===== config.mk =====
export PLATFORM = sky130hd
export DESIGN_NAME = dab_decoder
export DESIGN_NICKNAME = d
export VERILOG_FILES = /design/src/dab_pkg.sv /design/src/dab_cond_eval.sv /design/src/dab_decoder.sv
export SDC_FILE = /design/constraint.sdc
export NUM_CORES = 1
export LEC_CHECK = 0
export BUFFER_PORTS_ARGS = -buffer_cell sky130_fd_sc_hd__buf_2
export CORE_MARGIN = 2
export CORE_UTILIZATION = 34
export CTS_CLUSTER_SIZE = 20
export DETAILED_ROUTE_END_ITERATION = 6
export PLACE_DENSITY = 0.59
export SYNTH_ARGS = -nofsm -noshare
export SYNTH_HDL_FRONTEND = slang
export SYNTH_SLANG_ARGS = --single-unit

===== constraint.sdc =====
create_clock -name core_clk -period 2.6 [get_ports core_clk]
set_input_delay 0.26 -clock core_clk [delete_from_list [all_inputs] [get_ports core_clk]]
set_output_delay 0.26 -clock core_clk [all_outputs]
set_load 0.01 [all_outputs]

===== src/dab_pkg.sv =====
// Package: constants, types and opcode table of the instruction decoder
package dab_pkg;

	// APB register byte offsets
	localparam logic [11:0] REG_CTRL = 12'h000;
	localparam logic [11:0] REG_START = 12'h004;
	localparam logic [11:0] REG_STATUS = 12'h008;
	localparam logic [11:0] REG_LAST = 12'h00C;
	localparam logic [11:0] REG_OPERAND = 12'h010;
	localparam logic [11:0] REG_RETIRED = 12'h014;

	// Values after reset
	localparam logic [15:0] PC_RESET = 16'h0000;
	localparam logic [31:0] WORD_ZERO = 32'h0000_0000;

	// Register bit positions
	localparam int CTRL_RUN_BIT = 0;
	localparam int STAT_BUSY_BIT = 0;
	localparam int STAT_ILL_BIT = 1;
	localparam int STAT_PC_LSB = 16;
	localparam int LAST_WORDS_LSB = 8;
	localparam int LAST_CYC_LSB = 16;
	localparam int LAST_TAKEN_BIT = 24;

	// Instruction field positions
	localparam int MASK_LSB = 0;
	localparam int STATE_LSB = 4;
	localparam int SEL_LSB = 8;

	// Cycle figures
	localparam logic [3:0] CYC_ONE = 4'h1;
	localparam logic [3:0] CYC_TWO = 4'h2;
	localparam logic [3:0] CYC_JUMP = 4'h4;
	localparam logic [3:0] CYC_SKIP = 4'h2;
	localparam logic [3:0] CYC_SKIP_PIN = 4'h3;

	// Program counter steps
	localparam logic [15:0] PC_STEP_ONE = 16'h0001;
	localparam logic [15:0] PC_STEP_TWO = 16'h0002;
	localparam logic [1:0] WORDS_ONE = 2'h1;
	localparam logic [1:0] WORDS_TWO = 2'h2;

	// Condition selector codes
	localparam logic [1:0] SEL_PIN_LOW = 2'h0;
	localparam logic [1:0] SEL_FLAG_SET = 2'h1;
	localparam logic [1:0] SEL_FLAG_CLR = 2'h2;
	localparam logic [1:0] SEL_ACC = 2'h3;

	// Opcode patterns, ? marks operand bits
	localparam logic [15:0] PAT_ABS = 16'hBE00;
	localparam logic [15:0] PAT_PRODUCT = 16'hBE04;
	localparam logic [15:0] PAT_COMPUTED = 16'hBE20;
	localparam logic [15:0] PAT_ADD_LONG = 16'hBF9?;
	localparam logic [15:0] PAT_AND_LONG = 16'b1011_1111_10??_????;
	localparam logic [15:0] PAT_AND_LONG16 = 16'b1011_1110_10??_????;
	localparam logic [15:0] PAT_ADD_SHIFT = 16'h2???;
	localparam logic [15:0] PAT_ADD_CARRY = 16'h60??;
	localparam logic [15:0] PAT_ADD_HIGH = 16'h61??;
	localparam logic [15:0] PAT_ADD_UNSIGNED = 16'h62??;
	localparam logic [15:0] PAT_ADD_VARSHIFT = 16'h63??;
	localparam logic [15:0] PAT_AND_DATA = 16'h6E??;
	localparam logic [15:0] PAT_AUX_INC = 16'h78??;
	localparam logic [15:0] PAT_BRANCH = 16'h79??;
	localparam logic [15:0] PAT_LOOP = 16'h7B??;
	localparam logic [15:0] PAT_ADD_SHORT = 16'hB8??;
	localparam logic [15:0] PAT_COND = 16'b1110_00??_????_????;

	// Instruction classes
	typedef enum logic [4:0] {
		CL_UNKNOWN, CL_ABS, CL_ADD_SHIFT, CL_ADD_HIGH, CL_ADD_SHORT,
		CL_ADD_LONG, CL_ADD_CARRY, CL_ADD_UNSIGNED, CL_ADD_VARSHIFT,
		CL_AUX_INC, CL_AND_DATA, CL_AND_LONG, CL_AND_LONG16, CL_PRODUCT,
		CL_BRANCH, CL_COMPUTED, CL_LOOP, CL_COND
	} dab_class_e;

	// Sequencer states, one-hot
	typedef enum logic [4:0] {
		ST_IDLE = 5'h01,
		ST_FETCH = 5'h02,
		ST_OPER = 5'h04,
		ST_RESOLVE = 5'h08,
		ST_EXEC = 5'h10
	} dab_state_e;

	// Opcode to class; exact codes are checked before wider patterns
	function automatic dab_class_e dab_classify(input logic [15:0] w);
		dab_class_e c;
		c = CL_UNKNOWN;
		casez (w)
			PAT_ABS: c = CL_ABS;
			PAT_PRODUCT: c = CL_PRODUCT;
			PAT_COMPUTED: c = CL_COMPUTED;
			PAT_ADD_LONG: c = CL_ADD_LONG;
			PAT_AND_LONG: c = CL_AND_LONG;
			PAT_AND_LONG16: c = CL_AND_LONG16;
			PAT_ADD_SHIFT: c = CL_ADD_SHIFT;
			PAT_ADD_CARRY: c = CL_ADD_CARRY;
			PAT_ADD_HIGH: c = CL_ADD_HIGH;
			PAT_ADD_UNSIGNED: c = CL_ADD_UNSIGNED;
			PAT_ADD_VARSHIFT: c = CL_ADD_VARSHIFT;
			PAT_AND_DATA: c = CL_AND_DATA;
			PAT_AUX_INC: c = CL_AUX_INC;
			PAT_BRANCH: c = CL_BRANCH;
			PAT_LOOP: c = CL_LOOP;
			PAT_ADD_SHORT: c = CL_ADD_SHORT;
			PAT_COND: c = CL_COND;
			default: c = CL_UNKNOWN;
		endcase
		return c;
	endfunction : dab_classify

endpackage : dab_pkg


===== src/dab_cond_eval.sv =====
// Branch condition evaluator for the conditional branch family
`timescale 1ns/1ps
module dab_cond_eval (
	input wire logic [1:0] condSelector,
	input wire logic [3:0] maskField,
	input wire logic [3:0] stateField,
	input wire logic branchInputPin,
	input wire logic testFlag,
	input wire logic [3:0] accConditions,
	output logic condMet
);

	// Mask bits pick conditions whose live state equals the asked state
	logic [3:0] hitBits;

	// Selector picks pin, flag or accumulator conditions
	always_comb begin
		hitBits = maskField & ~(accConditions ^ stateField);
		case (condSelector)
			dab_pkg::SEL_PIN_LOW: condMet = ~branchInputPin;
			dab_pkg::SEL_FLAG_SET: condMet = testFlag;
			dab_pkg::SEL_FLAG_CLR: condMet = ~testFlag;
			dab_pkg::SEL_ACC: condMet = |hitBits;
			default: condMet = 1'b0;
		endcase
	end

endmodule : dab_cond_eval


===== src/dab_decoder.sv =====
// Opcode decoder and fetch sequencer with APB control registers
//
// Our own choices: the APB interface to the registers and the address map.
`timescale 1ns/1ps
module dab_decoder #(
	parameter int ADDR_W = 12,
	parameter int PC_W = 16
) (
	input wire logic core_clk,
	input wire logic rst_n,
	// APB slave
	input wire logic psel,
	input wire logic penable,
	input wire logic pwrite,
	input wire logic [ADDR_W-1:0] paddr,
	input wire logic [31:0] pwdata,
	output logic [31:0] prdata,
	output logic pready,
	output logic pslverr,
	// Program memory fetch
	output logic fetchReq,
	output logic [PC_W-1:0] fetchAddr,
	input wire logic [15:0] instrWord,
	input wire logic instrValid,
	// Processor state that the branches test
	input wire logic branchInputPin,
	input wire logic testFlag,
	input wire logic [3:0] accConditions,
	input wire logic auxNonZero,
	input wire logic [PC_W-1:0] accLow,
	// One result per finished instruction
	output logic retireValid,
	output logic [4:0] retireClass,
	output logic [1:0] retireWords,
	output logic [3:0] retireCycles,
	output logic retireTaken,
	output logic [15:0] retireOperand
);

	// All state of the block
	typedef struct packed {
		dab_pkg::dab_state_e state;
		logic [PC_W-1:0] pc;
		logic [15:0] opWord;
		logic [15:0] operand;
		dab_pkg::dab_class_e opClass;
		logic [1:0] words;
		logic [3:0] cycles;
		logic [3:0] cycLeft;
		logic taken;
		logic fetchReq;
		logic [PC_W-1:0] fetchAddr;
		logic retire;
		logic run;
		logic illegal;
		logic [31:0] retired;
		logic pready;
		logic pslverr;
		logic [31:0] prdata;
	} dab_regs_s;

	dab_regs_s q; // Registered state
	dab_regs_s d; // Next state

	// Condition result for the word held in opWord
	logic condMet;

	// Condition fields sit in the low byte and selector bits
	dab_cond_eval u_cond (
		.condSelector(q.opWord[dab_pkg::SEL_LSB +: 2]),
		.maskField(q.opWord[dab_pkg::MASK_LSB +: 4]),
		.stateField(q.opWord[dab_pkg::STATE_LSB +: 4]),
		.branchInputPin(branchInputPin),
		.testFlag(testFlag),
		.accConditions(accConditions),
		.condMet(condMet)
	);

	// Bus handshake terms
	logic accessCyc; // First access cycle, answer not yet given
	logic doneCyc; // Edge at which the master sees pready
	logic [11:0] regOff; // Byte offset within the block
	dab_pkg::dab_class_e fetchedClass; // Class of the incoming word

	assign accessCyc = psel & penable & ~q.pready;
	assign doneCyc = psel & penable & q.pready;
	assign regOff = 12'(paddr);
	assign fetchedClass = dab_pkg::dab_classify(instrWord);

	// Next-state logic: bus slave, registers and fetch sequencer
	always_comb begin
		d = q;
		d.retire = 1'b0;
		d.pready = 1'b0;
		d.pslverr = 1'b0;

		// Read answer is latched one cycle into the access phase
		if (accessCyc) begin
			d.pready = 1'b1;
			d.prdata = dab_pkg::WORD_ZERO;
			case (regOff)
				dab_pkg::REG_CTRL: begin
					d.prdata[dab_pkg::CTRL_RUN_BIT] = q.run;
				end
				dab_pkg::REG_START: begin
					d.prdata[PC_W-1:0] = q.pc;
				end
				dab_pkg::REG_STATUS: begin
					// Busy plus sticky illegal flag and live counter
					d.prdata[dab_pkg::STAT_BUSY_BIT] = (q.state != dab_pkg::ST_IDLE);
					d.prdata[dab_pkg::STAT_ILL_BIT] = q.illegal;
					d.prdata[dab_pkg::STAT_PC_LSB +: PC_W] = q.pc;
				end
				dab_pkg::REG_LAST: begin
					d.prdata[4:0] = q.opClass;
					d.prdata[dab_pkg::LAST_WORDS_LSB +: 2] = q.words;
					d.prdata[dab_pkg::LAST_CYC_LSB +: 4] = q.cycles;
					d.prdata[dab_pkg::LAST_TAKEN_BIT] = q.taken;
				end
				dab_pkg::REG_OPERAND: begin
					d.prdata[15:0] = q.operand;
				end
				dab_pkg::REG_RETIRED: begin
					d.prdata = q.retired;
				end
				default: begin
					// Unmapped offsets answer with an error
					d.pslverr = 1'b1;
				end
			endcase
		end

		// Writes act only on the edge where pready is seen
		if (doneCyc && pwrite) begin
			case (regOff)
				dab_pkg::REG_CTRL: begin
					d.run = pwdata[dab_pkg::CTRL_RUN_BIT];
				end
				dab_pkg::REG_START: begin
					// A running sequencer owns the counter
					if (q.state == dab_pkg::ST_IDLE) begin
						d.pc = pwdata[PC_W-1:0];
					end
				end
				dab_pkg::REG_STATUS: begin
					// Write one to clear; a new set below wins
					if (pwdata[dab_pkg::STAT_ILL_BIT]) begin
						d.illegal = 1'b0;
					end
				end
				dab_pkg::REG_RETIRED: begin
					d.retired = pwdata;
				end
				default: begin
					// Read-only or unmapped: ignored
				end
			endcase
		end

		// Fetch and decode sequencer
		case (q.state)
			dab_pkg::ST_IDLE: begin
				// Start fetching once software enables the run bit
				if (q.run) begin
					d.fetchReq = 1'b1;
					d.fetchAddr = q.pc;
					d.state = dab_pkg::ST_FETCH;
				end
			end

			dab_pkg::ST_FETCH: begin
				// Opcode word arrives; class decides the word count
				if (instrValid) begin
					d.opWord = instrWord;
					d.opClass = fetchedClass;
					d.operand = 16'h0000;
					case (fetchedClass)
						dab_pkg::CL_ADD_LONG,
						dab_pkg::CL_AND_LONG,
						dab_pkg::CL_AND_LONG16,
						dab_pkg::CL_BRANCH,
						dab_pkg::CL_LOOP,
						dab_pkg::CL_COND: begin
							// Second word follows the opcode
							d.words = dab_pkg::WORDS_TWO;
							d.fetchAddr = PC_W'(q.pc + dab_pkg::PC_STEP_ONE);
							d.state = dab_pkg::ST_OPER;
						end
						default: begin
							d.words = dab_pkg::WORDS_ONE;
							d.fetchReq = 1'b0;
							d.state = dab_pkg::ST_RESOLVE;
						end
					endcase
				end
			end

			dab_pkg::ST_OPER: begin
				// Constant or branch target word
				if (instrValid) begin
					d.operand = instrWord;
					d.fetchReq = 1'b0;
					d.state = dab_pkg::ST_RESOLVE;
				end
			end

			dab_pkg::ST_RESOLVE: begin
				// Default: fall through, straight-line timing
				d.taken = 1'b0;
				d.pc = q.pc + PC_W'(q.words);
				d.cycles = dab_pkg::CYC_ONE;
				case (q.opClass)
					dab_pkg::CL_ADD_LONG,
					dab_pkg::CL_AND_LONG,
					dab_pkg::CL_AND_LONG16: begin
						d.cycles = dab_pkg::CYC_TWO;
					end
					dab_pkg::CL_BRANCH: begin
						// Unconditional jump to the second word
						d.taken = 1'b1;
						d.pc = PC_W'(q.operand);
						d.cycles = dab_pkg::CYC_JUMP;
					end
					dab_pkg::CL_COMPUTED: begin
						// Target comes from the accumulator
						d.taken = 1'b1;
						d.pc = accLow;
						d.cycles = dab_pkg::CYC_JUMP;
					end
					dab_pkg::CL_LOOP: begin
						// Taken while the auxiliary register is nonzero
						d.taken = auxNonZero;
						d.pc = auxNonZero ? PC_W'(q.operand) : PC_W'(q.pc + dab_pkg::PC_STEP_TWO);
						d.cycles = auxNonZero ? dab_pkg::CYC_JUMP : dab_pkg::CYC_SKIP;
					end
					dab_pkg::CL_COND: begin
						// Pin form skips in three cycles, others in two
						d.taken = condMet;
						d.pc = condMet ? PC_W'(q.operand) : PC_W'(q.pc + dab_pkg::PC_STEP_TWO);
						if (condMet) begin
							d.cycles = dab_pkg::CYC_JUMP;
						end else if (q.opWord[dab_pkg::SEL_LSB +: 2] == dab_pkg::SEL_PIN_LOW) begin
							d.cycles = dab_pkg::CYC_SKIP_PIN;
						end else begin
							d.cycles = dab_pkg::CYC_SKIP;
						end
					end
					dab_pkg::CL_UNKNOWN: begin
						// Treated as a one-cycle no-op and flagged
						d.illegal = 1'b1;
					end
					default: begin
						// One-word, one-cycle forms
						d.cycles = dab_pkg::CYC_ONE;
					end
				endcase
				d.cycLeft = d.cycles - dab_pkg::CYC_ONE;
				d.state = dab_pkg::ST_EXEC;
			end

			dab_pkg::ST_EXEC: begin
				// Hold for the cycle figure, then report
				if (q.cycLeft == 4'h0) begin
					d.retire = 1'b1;
					d.retired = q.retired + 32'h0000_0001;
					// Stop cleanly at an instruction boundary
					if (q.run) begin
						d.fetchReq = 1'b1;
						d.fetchAddr = q.pc;
						d.state = dab_pkg::ST_FETCH;
					end else begin
						d.state = dab_pkg::ST_IDLE;
					end
				end else begin
					d.cycLeft = q.cycLeft - 4'h1;
				end
			end

			default: begin
				// Lost one-hot code: recover to idle
				d.fetchReq = 1'b0;
				d.state = dab_pkg::ST_IDLE;
			end
		endcase
	end

	// State register, synchronous reset
	always_ff @(posedge core_clk) begin
		if (!rst_n) begin
			q <= '0;
			q.state <= dab_pkg::ST_IDLE;
			q.pc <= dab_pkg::PC_RESET;
			q.fetchAddr <= dab_pkg::PC_RESET;
			q.opClass <= dab_pkg::CL_UNKNOWN;
		end else begin
			q <= d;
		end
	end

	// Outputs come straight from the state register
	assign prdata = q.prdata;
	assign pready = q.pready;
	assign pslverr = q.pslverr;
	assign fetchReq = q.fetchReq;
	assign fetchAddr = q.fetchAddr;
	assign retireValid = q.retire;
	assign retireClass = q.opClass;
	assign retireWords = q.words;
	assign retireCycles = q.cycles;
	assign retireTaken = q.taken;
	assign retireOperand = q.operand;

endmodule : dab_decoder


==> results.md <==
* Status: complete, no violations
* Die width at 170.2 µm
* Largest family of logic cells by synthesized area: compound AO/OA/AOI/OAI gates
* Crit path max-delay family: compound AO/OA/AOI/OAI gates
* Clock root cell: clkbuf_16
* Die area at 28970 µm²
* Slowest CP cell: a222oi_1
* Critical Path, Cell by Cell: xnor2_1, a222oi_1, a21o_1, a31oi_1, or2_2, o21ai_0, mux2i_1, ha_1, a31oi_1, o21ai_0, a21oi_1
* Critical path buffers and inverters at 0
* Rel. slew slack at 0.1661
* Adder-cell share of the synthesized area at 0.01013
* Final hold vios at 0
* Final core utilization at 0.4028
* Syn Nets at 1297
* Sequential element share of the synthesized area at 0.3155
* Final HPWL DP at 24900 µm
* TritonCTS buffer count at 17
* Critical Path Max Stage Delay at about 0.4 ns
* Synth unique cells at 86
* # DRC at 0
* Total of max-cap violations at 0
* Layout Nets at ~1400
* Worst-Margin Slew at roughly 1.2 ns
* HP Class: primary input to flip-flop
* Post-DRT Antenna Nets at 0
* Drt initial violations at 916
* Dominant synthesized flop cell: dfxtp_1
* Synth Area in Simple Gates at 0.2335
* ANT cells at 0
* Tcrit/Tclk final at 0.9402
* Sequential cell area at 2963 µm²
* Largest area contributor in the netlist: dfxtp_1
* Fraction of registers with async set/reset at 0
* Area after DPL at slightly above 10000 µm²
* Mapped cell area at 9392 µm²
* Arr. time, crit path at 2.81 ns
* Compound-cell area share of the yosys netlist at 0.2573
* CTS tree: yes
* Core Area at approximately 27000 µm²
* Synth Instances at around 1200
* Worst Path Required at about 3.0 ns
* # H-tree levels at 4
* Min cycle time layout at 2.445 ns
* RSZ-0062 raised after global routing: false
* Pwr/cell area at 470.2 nW/µm²
* Initial antenna violation count at 0
* Critical path type: flip-flop to flip-flop
* Fin area at 10890 µm²
* LEAKAGE at ~4.2 nW
* Vias at just over 9000
* Area grow syn2layout at 15.91%
* Area of the multi-input gates at about 5500 µm²
* Syn_area_per_cell at 7.820 µm²
* Mux contribution to synthesized area at 0.05169
* Xor/xnor cell area share of the yosys netlist at 0.02705
* Vert. Die Dim at about 170 µm
* Clk slew on worst S/H paths at ~0.07 ns
* Share of layout cells above drive strength 1 at 0.2546
* Buffers on Ports at 167
* WL/cell at roughly 20 µm
* Gr usage total at 0.2208
* Number of vias per cell at 5.673
* Boundary pin count at 169
* Final wirelength at 32610 µm
* Clock Latency Late Sink at 0.43 ns
* Grt ovf at 0
* Top cells by area, synth: dfxtp_1, nor2_1, buf_4, nand2_1, a21oi_1
* # fillers at 2867
* Synthesized flop and latch total at between 100 and 150
* Synth top cells by count: nor2_1, dfxtp_1, nand2_1
* CP Launch Type: flip-flop
* Largest net degree at the start of global routing at 42
* Fin. max-slew vios at 0
* Max IR drop VDD at 0.4338 mV
* Cts hold-fix bufs at 0
* CP Max Fanout at 3
* GP Congestion at 0.8799
* Sum Neg Setup Slack at 0 ns
* # setup viols final at 0
* Initial Utilization at 0.3475
* First-pass GRT wire length at a little under 50000 µm
* Worst-case clock skew at 0.01400 ns
* Warnings from Yosys at 0
* Vias in the first global route at 8561
* Crit end category: flip-flop
* Count leader, synth: nor2_1
* Clock Sinks at 148
* Post-synth EDFFs at 0
* Fmax at 0.4091 GHz
* Share of the synthesized area in the top cell type at 0.3155
* CTS max path bufs at 2
* Drt first pass iters at 6
* Num rows at 60
## placed cells by master, fill, tap and decap left out, types with 20 or more instances in the layout
cell	netlist	final
a211oi_1	27	27
a21oi_1	77	77
a221oi_1	36	36
a22oi_1	36	36
buf_2	9	167
buf_4	77	69
dfxtp_1	148	148
mux2_2	20	20
mux2i_1	26	26
nand2_1	110	110
nand3_1	34	33
nor2_1	170	170
nor3_1	39	39
o21ai_0	56	56
xnor2_1	22	22
## sequential cells by signal (all words and copies together), names as in the netlist, 2 cells and up
| signal | count |
|---|---|
| retireWords | 2 |
| retireCycles | 3 |
| prdata | 32 |
| q | 69 |
| retireClass | 5 |
| retireOperand | 16 |
| fetchAddr | 16 |
## layer usage
metal / part of all wire / routed length (µm) / vias up / global-route usage
li1: - / - / 4515 / -
met1: 0.47 / 15360 / 4459 / 0.3136
met2: 0.45 / 14610 / 358 / 0.3450
met3: 0.066 / 2137 / 23 / 0.04047
met4: 0.015 / 497 / 0 / 0.05314
met5: 0 / 0 / - / 0
## repair_timing
| action | 4_1_cts | 5_1_grt |
|---|---|---|
| setup buffers | 0 | 0 |
| hold endpoints to repair | 0 | 0 |
| gates resized for setup | 0 | 2 |
| setup endpoints to repair | 0 | 4 |
## through the flow
| stage | cells | power, mW | hold WS, ns | worst slack (ns) |
|---|---|---|---|---|
| floorplan | 1201 | 2.528 | 0.3960 | 0.3015 |
| global placement | 1617 | 2.670 | 0.4453 | 0.1708 |
| detailed placement | 1617 | 2.673 | 0.4499 | 0.08585 |
| CTS | 1649 | 5.150 | 0.05477 | 0.1696 |
| global route | 1649 | 5.282 | 0.06183 | 0.01063 |
| finish | 1649 | 5.118 | 0.06751 | 0.1554 |
## where the power goes
group | switching (mW) | internal (mW)
Combinational | 0.206 | 0.127
Clock | 1.14 | 1.36
Sequential | 0.00827 | 2.28
Total | 1.35 | 3.77
## worst reg2reg max path, cell delays in order, from the launching register on
cell	delay (ns)
dfxtp_1	0.33
xnor2_1	0.13
a222oi_1	0.40
a21o_1	0.17
a31oi_1	0.11
or2_2	0.30
o21ai_0	0.13
mux2i_1	0.14
ha_1	0.25
a31oi_1	0.17
o21ai_0	0.13
a21oi_1	0.12
## cell families (layout without fill, tap and decap cells)
group                    count (synthesis)  in the layout
AND/OR/NAND/NOR                        457            457
adder cells (fa/ha/maj)                  7              7
buffers and inverters                  173            280
AO/OA/AOI/OAI                          340            340
multiplexers                            46             46
flip-flops                             148            148
other                                    1              1
XOR/XNOR                                29             29
## area by class of cell
type	instances	area share
multi-input cells	880	0.5015
clock inverters	15	0.01494
inverters	9	0.003218
repair buffers	239	0.1299
flip-flops and latches	148	0.2722
clock buffers	17	0.03908
well taps	341	0.03920
## worst paths after layout
kind                                           from                  end  cells after the start  slack, ns
worst min register to register  q[120]$_SDFFE_PN0P_  q[120]$_SDFFE_PN0P_                      2       0.46
worst max register to register  q[124]$_SDFFE_PN0P_   q[89]$_SDFFE_PN0P_                     11       0.16
worst min-delay path                     pwdata[19]     q[53]$_SDFF_PN0_                      3       0.07
worst max-delay path            q[124]$_SDFFE_PN0P_   q[89]$_SDFFE_PN0P_                     11       0.16
No activity file was read; power rests on OpenSTA's default activity.
